===== src/verilog/kci_pkg.sv =====
// Purpose: constants, types and register map of the keypad calibration and init menu
// Assumes: 50 MHz system clock, measurement in 0.01 mA units, output current in 0.1 mA units
// Notes: long times are in milliseconds and become top-level parameters
// Contract
// - reset plus test held 2 s enters maintenance
// - maintenance leaves only on reset key press; the code also leaves when the completion message ends
// - stable in-window 4mA reading shows success, advances
// - out of window shows fail, then live again
// - 20mA step shows digits, checks like low point
// - output test starts 4.0, range 3.0-21.0mA
// - completion message 2 s then concentration display
// - select, up, down at power-on: factory restore
// - select and down at power-on: calibration restore
// - factory restore resets every stored setting
// - calibration restore resets calibration values only
// - yes/no starts no, up/down toggle
// - confirm fills digits every 0.5 s to 1111
// - confirmed yes restores, then concentration display
// - confirmed no returns, data unchanged
// - reset at confirmation returns, no fill, no restore
package kci_pkg;

  localparam int CLK_KHZ = 50_000;
  localparam int HOLD_MS = 2000;
  localparam int END_MS = 2000;
  localparam int STEP_MS = 500;
  localparam int MSG_MS = 1000;
  localparam int DEB_MS = 10;
  localparam int HOLD_CYC_DEF = HOLD_MS * CLK_KHZ;
  localparam int END_CYC_DEF = END_MS * CLK_KHZ;
  localparam int STEP_CYC_DEF = STEP_MS * CLK_KHZ;
  localparam int MSG_CYC_DEF = MSG_MS * CLK_KHZ;
  localparam int DEB_CYC_DEF = DEB_MS * CLK_KHZ;
  localparam int TMR_W = 27;
  localparam int DEB_W = 20;

  localparam logic [7:0] OUT_INIT = 8'h28;
  localparam logic [7:0] OUT_MIN = 8'h1e;
  localparam logic [7:0] OUT_MAX = 8'hd2;
  localparam logic [2:0] FILL_FIRST = 3'h1;
  localparam logic [2:0] FILL_LAST = 3'h4;

  localparam logic [31:0] LOW_WIN_RST = 32'h01a4_017c;
  localparam logic [31:0] HIGH_WIN_RST = 32'h0802_079e;

  localparam logic [5:0] REG_STATUS = 6'h00;
  localparam logic [5:0] REG_MASK = 6'h01;
  localparam logic [5:0] REG_STATE = 6'h02;
  localparam logic [5:0] REG_LOW_WIN = 6'h03;
  localparam logic [5:0] REG_HIGH_WIN = 6'h04;
  localparam logic [5:0] REG_LIVE = 6'h05;

  localparam int EV_W = 5;
  localparam int EV_MAINT = 0;
  localparam int EV_CAL_OK = 1;
  localparam int EV_CAL_FAIL = 2;
  localparam int EV_RESTORE = 3;
  localparam int EV_SEQ_DONE = 4;

  typedef enum logic [12:0] {
    ST_BOOT = 13'h0001,
    ST_NORM = 13'h0002,
    ST_LOW_TITLE = 13'h0004,
    ST_LOW_LIVE = 13'h0008,
    ST_HIGH_TITLE = 13'h0010,
    ST_HIGH_LIVE = 13'h0020,
    ST_SUCC = 13'h0040,
    ST_FAIL = 13'h0080,
    ST_OUT_TEST = 13'h0100,
    ST_DONE = 13'h0200,
    ST_RST_TITLE = 13'h0400,
    ST_RST_CHOICE = 13'h0800,
    ST_RST_FILL = 13'h1000
  } kci_state_type;

  typedef enum logic [3:0] {
    MSG_CONC = 4'h0,
    MSG_LOW_TITLE = 4'h1,
    MSG_HIGH_TITLE = 4'h2,
    MSG_LIVE = 4'h3,
    MSG_SUCCESS = 4'h4,
    MSG_CAL_FAIL = 4'h5,
    MSG_OUT = 4'h6,
    MSG_END = 4'h7,
    MSG_ALL_TITLE = 4'h8,
    MSG_CAL_TITLE = 4'h9,
    MSG_NO = 4'ha,
    MSG_YES = 4'hb,
    MSG_FILL = 4'hc,
    MSG_BLANK = 4'hf
  } kci_msg_type;

  typedef struct packed {
    logic rst_key;
    logic test_key;
    logic select_key;
    logic up_key;
    logic down_key;
  } kci_keys_type;

  typedef struct packed {
    kci_msg_type msg;
    logic [15:0] value;
    logic [2:0] fill;
  } kci_disp_type;

endpackage


===== src/verilog/kci_menu.sv =====
// Purpose: front-panel maintenance and power-on restore menu with Avalon-MM register slave
// Assumes: key pins asynchronous and active high; measurement and stable flag on clk_sys_i
// Notes: storage actions leave as one-cycle pulses; the storage side does the actual restore
//
// Our own choices: the address map and register access over Avalon-MM.
`timescale 1ns/100ps

module kci_menu import kci_pkg::*; #(
  parameter int HOLD_CYC = HOLD_CYC_DEF,
  parameter int END_CYC = END_CYC_DEF,
  parameter int STEP_CYC = STEP_CYC_DEF,
  parameter int MSG_CYC = MSG_CYC_DEF,
  parameter int DEB_CYC = DEB_CYC_DEF
) (
  input wire logic clk_sys_i,
  input wire logic rst_n_i,
  input wire kci_keys_type keys_i,
  input wire logic [15:0] conc_i,
  input wire logic [15:0] meas_ma_i,
  input wire logic meas_stable_i,
  input wire logic [7:0] avs_address_i,
  input wire logic avs_read_i,
  input wire logic avs_write_i,
  input wire logic [31:0] avs_writedata_i,
  output logic [31:0] avs_readdata_o,
  output logic avs_waitrequest_o,
  output logic irq_o,
  output kci_disp_type numeric_display_o,
  output logic [7:0] out_ma_o,
  output logic menu_active_o,
  output logic cal_low_store_o,
  output logic cal_high_store_o,
  output logic restore_all_o,
  output logic restore_cal_o
);

  ////////////////////////////////////////////////////////////////////////////
  // key synchroniser and debounce

  kci_keys_type sync1_q, sync2_q, level_q, level_prev_q;
  wire kci_keys_type press = level_q & ~level_prev_q;

  genvar gi;
  generate
    for (gi = 0; gi < 5; gi++) begin : g_key
      logic [DEB_W-1:0] deb_q;
      always_ff @(posedge clk_sys_i or negedge rst_n_i) begin
        if (!rst_n_i) begin
          sync1_q[gi] <= 1'b0;
          sync2_q[gi] <= 1'b0;
          level_q[gi] <= 1'b0;
          deb_q <= '0;
        end else begin
          sync1_q[gi] <= keys_i[gi];
          sync2_q[gi] <= sync1_q[gi];
          if (sync2_q[gi] == level_q[gi]) begin
            deb_q <= '0;
          end else if (deb_q == DEB_W'(DEB_CYC - 1)) begin
            level_q[gi] <= sync2_q[gi];
            deb_q <= '0;
          end else begin
            deb_q <= deb_q + 1'b1;
          end
        end
      end
    end
  endgenerate

  always_ff @(posedge clk_sys_i or negedge rst_n_i) begin
    if (!rst_n_i) begin
      level_prev_q <= '0;
    end else begin
      level_prev_q <= level_q;
    end
  end

  ////////////////////////////////////////////////////////////////////////////
  // menu state machine

  kci_state_type state_q, state_d;
  logic [TMR_W-1:0] timer_q, timer_d;
  logic hi_q, hi_d;
  logic kind_all_q, kind_all_d;
  logic yes_q, yes_d;
  logic [2:0] fill_q, fill_d;
  logic [7:0] out_q, out_d;
  logic [EV_W-1:0] ev;
  logic low_store_d, high_store_d, rst_all_d, rst_cal_d;
  logic [31:0] low_win_q, high_win_q;

  wire both_held = level_q.rst_key & level_q.test_key;
  wire low_ok = meas_stable_i & (meas_ma_i >= low_win_q[15:0]) & (meas_ma_i <= low_win_q[31:16]);
  wire high_ok = meas_stable_i & (meas_ma_i >= high_win_q[15:0]) & (meas_ma_i <= high_win_q[31:16]);
  wire boot_done = timer_q == TMR_W'(2 * DEB_CYC + 1);
  wire hold_done = timer_q == TMR_W'(HOLD_CYC - 1);
  wire end_done = timer_q == TMR_W'(END_CYC - 1);
  wire msg_done = timer_q == TMR_W'(MSG_CYC - 1);
  wire step_done = timer_q == TMR_W'(STEP_CYC - 1);
  wire boot_all = level_q.select_key & level_q.up_key & level_q.down_key;
  wire boot_cal = level_q.select_key & ~level_q.up_key & level_q.down_key;

  always_comb begin
    state_d = state_q;
    hi_d = hi_q;
    kind_all_d = kind_all_q;
    yes_d = yes_q;
    fill_d = fill_q;
    out_d = out_q;
    ev = '0;
    low_store_d = 1'b0;
    high_store_d = 1'b0;
    rst_all_d = 1'b0;
    rst_cal_d = 1'b0;
    case (state_q)
      ST_BOOT: begin
        if (boot_done) begin
          kind_all_d = boot_all;
          if (boot_all) begin
            state_d = ST_RST_TITLE;
          end else if (boot_cal) begin
            state_d = ST_RST_TITLE;
          end else begin
            state_d = ST_NORM;
          end
        end
      end
      ST_NORM: begin
        if (both_held && hold_done) begin
          state_d = ST_LOW_TITLE;
          ev[EV_MAINT] = 1'b1;
        end
      end
      ST_LOW_TITLE: begin
        if (press.rst_key) begin
          state_d = ST_NORM;
        end else if (press.select_key) begin
          state_d = ST_LOW_LIVE;
        end
      end
      ST_LOW_LIVE: begin
        if (press.rst_key) begin
          state_d = ST_NORM;
        end else if (press.select_key) begin
          hi_d = 1'b0;
          if (low_ok) begin
            state_d = ST_SUCC;
            low_store_d = 1'b1;
            ev[EV_CAL_OK] = 1'b1;
          end else begin
            state_d = ST_FAIL;
            ev[EV_CAL_FAIL] = 1'b1;
          end
        end
      end
      ST_HIGH_TITLE: begin
        if (press.rst_key) begin
          state_d = ST_NORM;
        end else if (press.select_key) begin
          state_d = ST_HIGH_LIVE;
        end
      end
      ST_HIGH_LIVE: begin
        if (press.rst_key) begin
          state_d = ST_NORM;
        end else if (press.select_key) begin
          hi_d = 1'b1;
          if (high_ok) begin
            state_d = ST_SUCC;
            high_store_d = 1'b1;
            ev[EV_CAL_OK] = 1'b1;
          end else begin
            state_d = ST_FAIL;
            ev[EV_CAL_FAIL] = 1'b1;
          end
        end
      end
      ST_SUCC: begin
        if (press.rst_key) begin
          state_d = ST_NORM;
        end else if (msg_done) begin
          state_d = hi_q ? ST_OUT_TEST : ST_HIGH_TITLE;
          out_d = OUT_INIT;
        end
      end
      ST_FAIL: begin
        if (press.rst_key) begin
          state_d = ST_NORM;
        end else if (msg_done) begin
          state_d = hi_q ? ST_HIGH_LIVE : ST_LOW_LIVE;
        end
      end
      ST_OUT_TEST: begin
        if (press.rst_key) begin
          state_d = ST_NORM;
        end else if (press.select_key) begin
          state_d = ST_DONE;
        end else if (press.up_key && out_q < OUT_MAX) begin
          out_d = out_q + 8'h01;
        end else if (press.down_key && out_q > OUT_MIN) begin
          out_d = out_q - 8'h01;
        end
      end
      ST_DONE: begin
        if (end_done) begin
          state_d = ST_NORM;
          ev[EV_SEQ_DONE] = 1'b1;
        end
      end
      ST_RST_TITLE: begin
        if (press.rst_key) begin
          state_d = ST_NORM;
        end else if (press.select_key) begin
          state_d = ST_RST_CHOICE;
          yes_d = 1'b0;
        end
      end
      ST_RST_CHOICE: begin
        if (press.rst_key) begin
          state_d = ST_NORM;
        end else if (press.select_key) begin
          state_d = ST_RST_FILL;
          fill_d = FILL_FIRST;
        end else if (press.up_key || press.down_key) begin
          yes_d = ~yes_q;
        end
      end
      ST_RST_FILL: begin
        if (step_done) begin
          if (fill_q == FILL_LAST) begin
            state_d = ST_NORM;
            if (yes_q) begin
              rst_all_d = kind_all_q;
              rst_cal_d = ~kind_all_q;
              ev[EV_RESTORE] = 1'b1;
            end
          end else begin
            fill_d = fill_q + 3'h1;
          end
        end
      end
      default: begin
        state_d = ST_NORM;
      end
    endcase
  end

  // the hold count restarts whenever either key is let go
  wire timer_clr = (state_d != state_q) || (state_q == ST_NORM && !both_held) ||
                   (state_q == ST_RST_FILL && step_done);

  always_comb begin
    timer_d = timer_clr ? '0 : timer_q + 1'b1;
  end

  always_ff @(posedge clk_sys_i or negedge rst_n_i) begin
    if (!rst_n_i) begin
      state_q <= ST_BOOT;
      timer_q <= '0;
      hi_q <= 1'b0;
      kind_all_q <= 1'b0;
      yes_q <= 1'b0;
      fill_q <= '0;
      out_q <= OUT_INIT;
    end else begin
      state_q <= state_d;
      timer_q <= timer_d;
      hi_q <= hi_d;
      kind_all_q <= kind_all_d;
      yes_q <= yes_d;
      fill_q <= fill_d;
      out_q <= out_d;
    end
  end

  ////////////////////////////////////////////////////////////////////////////
  // display and storage outputs

  kci_disp_type disp_d;

  always_comb begin
    disp_d.msg = MSG_CONC;
    disp_d.value = conc_i;
    disp_d.fill = '0;
    case (state_q)
      ST_BOOT: disp_d.msg = MSG_BLANK;
      ST_NORM: disp_d.msg = MSG_CONC;
      ST_LOW_TITLE: disp_d.msg = MSG_LOW_TITLE;
      ST_HIGH_TITLE: disp_d.msg = MSG_HIGH_TITLE;
      ST_LOW_LIVE, ST_HIGH_LIVE: begin
        disp_d.msg = MSG_LIVE;
        disp_d.value = meas_ma_i;
      end
      ST_SUCC: disp_d.msg = MSG_SUCCESS;
      ST_FAIL: disp_d.msg = MSG_CAL_FAIL;
      ST_OUT_TEST: begin
        disp_d.msg = MSG_OUT;
        disp_d.value = {8'h00, out_q};
      end
      ST_DONE: disp_d.msg = MSG_END;
      ST_RST_TITLE: disp_d.msg = kind_all_q ? MSG_ALL_TITLE : MSG_CAL_TITLE;
      ST_RST_CHOICE: disp_d.msg = yes_q ? MSG_YES : MSG_NO;
      ST_RST_FILL: begin
        disp_d.msg = MSG_FILL;
        disp_d.fill = fill_q;
      end
      default: disp_d.msg = MSG_BLANK;
    endcase
  end

  wire in_menu = !(state_q == ST_NORM || state_q == ST_BOOT);

  always_ff @(posedge clk_sys_i or negedge rst_n_i) begin
    if (!rst_n_i) begin
      numeric_display_o <= '{msg: MSG_BLANK, value: 16'h0000, fill: 3'h0};
      out_ma_o <= OUT_INIT;
      menu_active_o <= 1'b0;
      cal_low_store_o <= 1'b0;
      cal_high_store_o <= 1'b0;
      restore_all_o <= 1'b0;
      restore_cal_o <= 1'b0;
    end else begin
      numeric_display_o <= disp_d;
      out_ma_o <= out_q;
      menu_active_o <= in_menu;
      cal_low_store_o <= low_store_d;
      cal_high_store_o <= high_store_d;
      restore_all_o <= rst_all_d;
      restore_cal_o <= rst_cal_d;
    end
  end

  ////////////////////////////////////////////////////////////////////////////
  // Avalon-MM slave: one wait cycle, then the answer

  function automatic logic reg_hit(input logic [7:0] addr, input logic [5:0] idx);
    reg_hit = (addr[7:2] == idx);
  endfunction

  logic ack_q, ack_d;
  logic [31:0] rdata_q, rdata_d;
  logic [EV_W-1:0] status_q, mask_q;
  wire req = avs_read_i | avs_write_i;
  wire wr_now = avs_write_i & ack_q;
  wire wr_status = wr_now & reg_hit(avs_address_i, REG_STATUS);
  wire wr_mask = wr_now & reg_hit(avs_address_i, REG_MASK);
  wire wr_low = wr_now & reg_hit(avs_address_i, REG_LOW_WIN);
  wire wr_high = wr_now & reg_hit(avs_address_i, REG_HIGH_WIN);
  wire [EV_W-1:0] clr_bits = wr_status ? avs_writedata_i[EV_W-1:0] : '0;
  // an event in the clearing cycle survives the clear
  wire [EV_W-1:0] status_d = (status_q & ~clr_bits) | ev;

  always_comb begin
    ack_d = req & ~ack_q;
    rdata_d = rdata_q;
    if (avs_read_i && !ack_q) begin
      rdata_d = 32'h0000_0000;
      if (reg_hit(avs_address_i, REG_STATUS)) rdata_d = {27'h0, status_q};
      if (reg_hit(avs_address_i, REG_MASK)) rdata_d = {27'h0, mask_q};
      if (reg_hit(avs_address_i, REG_STATE)) rdata_d = {19'h0, state_q};
      if (reg_hit(avs_address_i, REG_LOW_WIN)) rdata_d = low_win_q;
      if (reg_hit(avs_address_i, REG_HIGH_WIN)) rdata_d = high_win_q;
      if (reg_hit(avs_address_i, REG_LIVE)) rdata_d = {out_q, 8'h00, meas_ma_i};
    end
  end

  assign avs_waitrequest_o = req & ~ack_q;
  assign avs_readdata_o = rdata_q;
  assign irq_o = |(status_q & mask_q);

  always_ff @(posedge clk_sys_i or negedge rst_n_i) begin
    if (!rst_n_i) begin
      ack_q <= 1'b0;
      rdata_q <= 32'h0000_0000;
      status_q <= '0;
      mask_q <= '0;
      low_win_q <= LOW_WIN_RST;
      high_win_q <= HIGH_WIN_RST;
    end else begin
      ack_q <= ack_d;
      rdata_q <= rdata_d;
      status_q <= status_d;
      if (wr_mask) mask_q <= avs_writedata_i[EV_W-1:0];
      if (wr_low) low_win_q <= avs_writedata_i;
      if (wr_high) high_win_q <= avs_writedata_i;
    end
  end

endmodule // kci_menu


===== config.mk =====
export PLATFORM = sky130hd
export DESIGN_NAME = kci_menu
export DESIGN_NICKNAME = d
export VERILOG_FILES = /design/src/verilog/kci_pkg.sv /design/src/verilog/kci_menu.sv
export SDC_FILE = /design/constraint.sdc
export NUM_CORES = 1
export LEC_CHECK = 0
export ABC_AREA = 1
export BUFFER_PORTS_ARGS = -buffer_cell sky130_fd_sc_hd__buf_2
export CAP_MARGIN = 20
export CORE_ASPECT_RATIO = 1.4
export CORE_UTILIZATION = 40
export CTS_CLUSTER_DIAMETER = 30
export DETAILED_ROUTE_END_ITERATION = 7
export PLACE_DENSITY = 0.65
export SYNTH_ARGS = -nofsm -noshare
export SYNTH_HDL_FRONTEND = slang
export SYNTH_SLANG_ARGS = --single-unit

===== constraint.sdc =====
create_clock -name clk_sys_i -period 3.62 [get_ports clk_sys_i]
set_clock_uncertainty 0.2 [all_clocks]
set_input_delay 0.724 -clock clk_sys_i [delete_from_list [all_inputs] [get_ports clk_sys_i]]
set_output_delay 0.724 -clock clk_sys_i [all_outputs]
set_load 0.05 [all_outputs]

[Word level (Yosys, flattened, before mapping)]
Cells that the tools add are included.
Storage, ports and cells
  bits in registers: 317
  input port bits: 82
  output and inout port bits: 70
  word-level logic and storage cells: 279
Operators by class
  add/sub/neg operators: 9
  magnitude comparators: 6
  equality and inequality tests: 51
  muxes and demuxes: 105
  bitwise logic cells: 31
  reductions and logical operators: 30
Operators by type and width (number)
  13-bit 2-to-1 mux: 23
  20-bit 2-to-1 mux: 10
  13-bit case mux with 13 select lines: 1
  32-bit 2-to-1 mux: 5
  20-bit by 1-bit adder with 20-bit output, second input constant: 5
  20-bit by 19-bit == test with 1-bit output, second input constant: 5
  8-bit 2-to-1 mux: 8
  4-bit case mux with 11 select lines: 1
  1-bit 2-to-1 mux: 35
  16-bit >= comparator: 2
  16-bit <= comparator: 2
  2-bit != test, second input constant: 16
  16-bit case mux with 2 select lines: 1
  27-bit by 1-bit adder with 27-bit output, second input constant: 1
  27-bit by 20-bit == test with 1-bit output, second input constant: 1
  27-bit by 25-bit == test with 1-bit output, second input constant: 1
  27-bit by 26-bit == test with 1-bit output, second input constant: 1
  27-bit == test, second input constant: 1
  27-bit 2-to-1 mux: 1
  11-bit 2-to-1 mux: 2
  8-bit case mux with 2 select lines: 1
  1-bit bitwise AND: 15
  5-bit bitwise AND: 3
  3-bit 2-to-1 mux: 5
  other kinds (46): 86

[Longest topological paths before layout]
  word-level depth: 11
  gate-level depth with buffers: 20
  depth with buffers taken out: 19

[Least setup slack after synthesis]
OpenSTA, ideal clock, no wires.
  path kind: input to register
  start point: input meas_ma_i[15]
  end point: register timer_q[13]
  library setup time: 0.068 ns
  arrival time: 2.516 ns
  data required time: 3.352 ns
  path slack: 0.836 ns
  cell stages on the path: 14
  path through: ha_1 > nand2_1 > inv_1 > nand3_1 > nor3_1 > nand3_1 > nand3_1 > nand4_1 > nand2_1 > nand3_1 > o21ai_0 > nand4_4 > buf_8 > nor2_4
On the way
  longest elaborated chain between the ends: 11
  elaborated cells between the ends (all ways): 19
  those cells by class: order compare: 4; eq/ne: 1; mux: 8; bitwise: 4; reduce/logical: 2
Ends and longest elaborated chain
  start, declared: line kci_menu.sv:19  | input wire logic [15:0] meas_ma_i,
  16-bit >= comparator, on equally long branches: line kci_menu.sv:93, kci_menu.sv:92
  1-bit bitwise AND, on equally long branches (2 in series): line kci_menu.sv:93, kci_menu.sv:92
  8-bit 2-to-1 mux, on equally long branches: line kci_menu.sv:167, kci_menu.sv:145
  13-bit 2-to-1 mux, on equally long branches: line kci_menu.sv:165, kci_menu.sv:143
  13-bit 2-to-1 mux, on equally long branches: line kci_menu.sv:163, kci_menu.sv:141
  13-bit case mux with 13 select lines *: line kci_menu.sv:114  | case (state_q)
  13-bit != test *: line kci_menu.sv:248  | wire timer_clr = (state_d != state_q) || (state_q == ST_NORM && !both_held) ||
  1-bit logical OR * (2 in series): line kci_menu.sv:248
  27-bit 2-to-1 mux *: line kci_menu.sv:252  | timer_d = timer_clr ? '0 : timer_q + 1'b1;
  net timer_d[13]: line kci_menu.sv:81  | logic [TMR_W-1:0] timer_q, timer_d;
  end signal, assigned: line kci_menu.sv:266  | timer_q <= timer_d;
  end, declared: line kci_menu.sv:81
Mark *: on every way through the listed nets, which the timed path passes. The rest lies on a longest branch.
A chain may end at the register's enable or synchronous reset.

[Worst setup path in the final report]
  start point: register timer_q[0]
  end point: register timer_q[0]
On the way
  longest elaborated chain between the ends: 8
  elaborated cells between the ends (all ways): 20
  those cells by class: add/sub: 1; eq/ne: 5; mux: 10; reduce/logical: 4
Ends and longest elaborated chain
  27-bit by 26-bit == test with 1-bit output or 27-bit == test (tied branches): line kci_menu.sv:97, kci_menu.sv:95, kci_menu.sv:96
  13-bit 2-to-1 mux (tied with other cells): line kci_menu.sv:188  | end else if (msg_done) begin
  13-bit 2-to-1 mux, on equally long branches: line kci_menu.sv:186, kci_menu.sv:128, kci_menu.sv:178
  13-bit case mux with 13 select lines: line kci_menu.sv:114
  13-bit != test: line kci_menu.sv:248
  1-bit logical OR (2 in series): line kci_menu.sv:248
  27-bit 2-to-1 mux *: line kci_menu.sv:252
  net timer_d[0]: line kci_menu.sv:81
Marked as above.

==> results.md <==
* Final Hold Vio Count at 0
* Synth top area cells: dfrtp_1, nand2_1, inv_1, ha_1, nor2_1
* Worst slew pin tran at 0.827 ns
* Crit-path max cell delay at 0.39 ns
* Vias post-DR at 15320
* Post-CTS Setup Bufs at 0
* Clk Latency, worst-skew pair at 0.58 ns
* # fillers at 4017
* Leak pwr at 9.72 nW
* Layout area overhead at 22.7%
* Synth top area share at 41.4%
* Core ar. at 0.0424 mm2
* Post-synth cell types at 59
* Layout cells sized above 1 at 16.8%
* Final RePlAce weighted congestion at 0.936
* Avg WL per Cell at 16.2 um
* Post-synth EDFFs at 0
* Slowest CP cell: dfrtp_1
* Clk slew on worst S/H paths at 0.05 ns
* Synth Net Count at 2292
* Fin nets at 2491
* Maximum root-to-sink buffer count at 3
* Hold endpoint: sync1_q[4]$_DFF_PN0_
* Initial antenna violation count at 0
* Achievable Freq at 0.301 GHz
* Detail Route Antenna Nets at 0
* Max_cap viols at 0
* Initial core utilization at 40.9%
* Slew HR at 44.5%
* Die Height at 248 um
* H-tree depth at 3
* Synthesized area at 0.0173 mm2
* Total CTS buffers at 69
* Ys Warns at 0
* Vias per std cell at 5.23
* Nature of the critical path startpoint: register
* Remaining DRCs at 0
* RSZ-0062 raised after global routing: no
* Critical path class: reg -> reg
* Number of global-route vias before repair at 15469
* Root Buffer: clkbuf_16
* Flop-to-flop setup slack at 0.30 ns
* # resized after CTS at 0
* Largest net degree at the start of global routing at 66
* Hold_sp: keys_i[4]
* Top Family by Delay on Critical Path: simple AND/OR/NAND/NOR gates
* Fin crit period at 3.32 ns
* Io pins at 152
* Maximum vdd drop at 0.000299 V
* Hold slack at 0.0431 ns
* WL final at 47.4 mm
* Grt total ovfl at 0
* Power density over cell area at 515 mW/mm2
* Sequential fraction of the synthesis area at 45.8%
* Detailed Routing Iterations Pass 1 at 5
* FFs w/ async S/R, synth at 100%
* Endpoints failing setup at 0
* Fin. max-slew vios at 0
* First-pass GRT wire length at 76.7 mm
* Worst-path maximum fanout at 11
* Hold WC Path Type: in -> reg
* Reg2reg start: timer_q[0]$_DFF_PN0_
* Gate Count Post-Synth at 2130
* CP endpoint kind: register
* Chip Width at 178 um
* Row cnt at 89
* CP cell instances: ha_1 > nand3_2 > nor3_2 > nand3_1 > nand2_1 > nand2_1 > nor3b_1 > o21ai_1 > o21ai_1 > nor2_2 > nand4_4 > buf_4 > nor2_1
* Hold Crit Depth at 1
* Number of port buffers at 149
* Cell type with the largest total area after synthesis: dfrtp_1
* #FFs+latches synth at 316
* Post-DP HPWL at 34.8 mm
* Data required time at the worst endpoint at 3.89 ns
* Status: finished clean
* TritonCTS clock tree: yes
* Die area at 0.0442 mm2
* FF-to-FF path depth at 13
* Post-Syn Area per Cell at 8.14 um2
* Reg2reg end: timer_q[0]$_DFF_PN0_
* Crit path DAT at 3.59 ns
* Drt initial violations at 942
* Ys flop type: dfrtp_1
* Overall routing resource usage at 22.1%
* CP Buf/Inv Count at 1
* Period utilization at 91.7%
* CTS sink count at 316
* Setup TNS at 0 ns
## final cells by class
| type | instances | area, um2 | area share (%) |
|---|---|---|---|
| Antenna cell | 1 | 2.50 | 0.0118 |
| Clock buffer | 90 | 1960 | 9.21 |
| Clock inverter | 36 | 470 | 2.21 |
| Inverter | 329 | 1230 | 5.81 |
| Multi-Input combinational cell | 1440 | 7960 | 37.5 |
| Sequential cell | 316 | 7940 | 37.4 |
| Tap cell | 546 | 683 | 3.21 |
| Timing Repair Buffer | 173 | 1000 | 4.73 |
## synth_stat cells, types with 23 or more instances
cell      instances
a21oi_1          80
nor3_1           80
nand4_1          44
o22ai_1          23
dfstp_2          29
nand2_1         384
nor2_1          251
o21ai_0         144
nand3_1          89
xor2_1           46
ha_1             79
inv_1           318
dfrtp_1         287
clkbuf_1         39
a221oi_1         23
## cell usage in the layout (no fill, tap or decap), drive strengths merged, types with 46 or more instances in the layout
| cell type | instances |
|---|---|
| nand2 | 401 |
| inv | 332 |
| dfrtp | 287 |
| nor2 | 287 |
| buf | 172 |
| o21ai | 150 |
| nand3 | 91 |
| clkbuf | 90 |
| nor3 | 83 |
| a21oi | 80 |
| ha | 79 |
| xor2 | 46 |
| nand4 | 46 |
## metrics by stage
stage,total power [mW],utilization [%],area [um2],instances,worst slack [ns]
2_1_floorplan,4.19,-,17300,2130,0.836
5_1_grt,11.3,50.1,21300,2930,0.0150
3_5_place_dp,4.50,44.3,18800,2802,0.124
6_report,10.9,50.1,21300,2931,0.301
3_3_place_gp,4.47,44.3,18800,2802,0.194
4_1_cts,11.1,50.1,21200,2929,0.291
## sequential cells by signal, indices dropped and copies added, names as in the netlist, 3 cells and up
| signal | flops |
|---|---|
| avs_readdata_o | 32 |
| fill_q | 3 |
| g_key.deb_q | 100 |
| high_win_q | 32 |
| level_prev_q | 4 |
| level_q | 5 |
| low_win_q | 32 |
| mask_q | 5 |
| numeric_display_o | 23 |
| out_ma_o | 8 |
| out_q | 8 |
| state_q | 13 |
| status_q | 5 |
| sync1_q | 5 |
| sync2_q | 5 |
| timer_q | 27 |
## how the worst max path moves through the flow
stage	start	endpoint	slack, ns	cells after the start
4_1_cts	timer_q[0]$_DFF_PN0_	timer_q[5]$_DFF_PN0_	0.29	13
3_3_place_gp	meas_ma_i[9]	timer_q[0]$_DFF_PN0_	0.19	15
5_1_grt	timer_q[0]$_DFF_PN0_	timer_q[5]$_DFF_PN0_	0.02	12
3_5_place_dp	meas_ma_i[13]	timer_q[5]$_DFF_PN0_	0.12	14
2_1_floorplan	meas_ma_i[15]	timer_q[13]$_DFF_PN0_	0.84	14
6_report	timer_q[0]$_DFF_PN0_	timer_q[0]$_DFF_PN0_	0.30	13
## kinds of logic (layout without fill, tap and decap cells)
logic type,Yosys count,in the layout,share of synthesized area (%)
adders and majority gates,80,80,5.82
DFF,316,316,45.8
other,0,1,0
buffers and inverters,374,628,8.33
xor gates and xnor gates,53,53,2.68
and+or+nand+nor,964,964,25.7
AOI/OAI and AO/OA,338,338,11.3
muxes,5,5,0.325
## what timing repair did
item,in CTS,in global routing
hold buffers,1,0
endpoints found under the hold margin,56,0
setup endpoints to repair,0,0
## layer usage
metal | vias to the layer above | track usage (%) | part of all wire (%)
met5 | - | 0 | 0
met1 | 7297 | 24.8 | 40
met3 | 140 | 4.14 | 4.9
met4 | 0 | 12.5 | 4.8
met2 | 438 | 38.9 | 50
li1 | 7445 | - | -
## power by group
part | internal (mW) | switching [mW]
Sequential | 3.67 | 0.0715
Combinational | 0.223 | 0.482
Clock | 4.45 | 2.04
(Power assumes the default switching activity.)
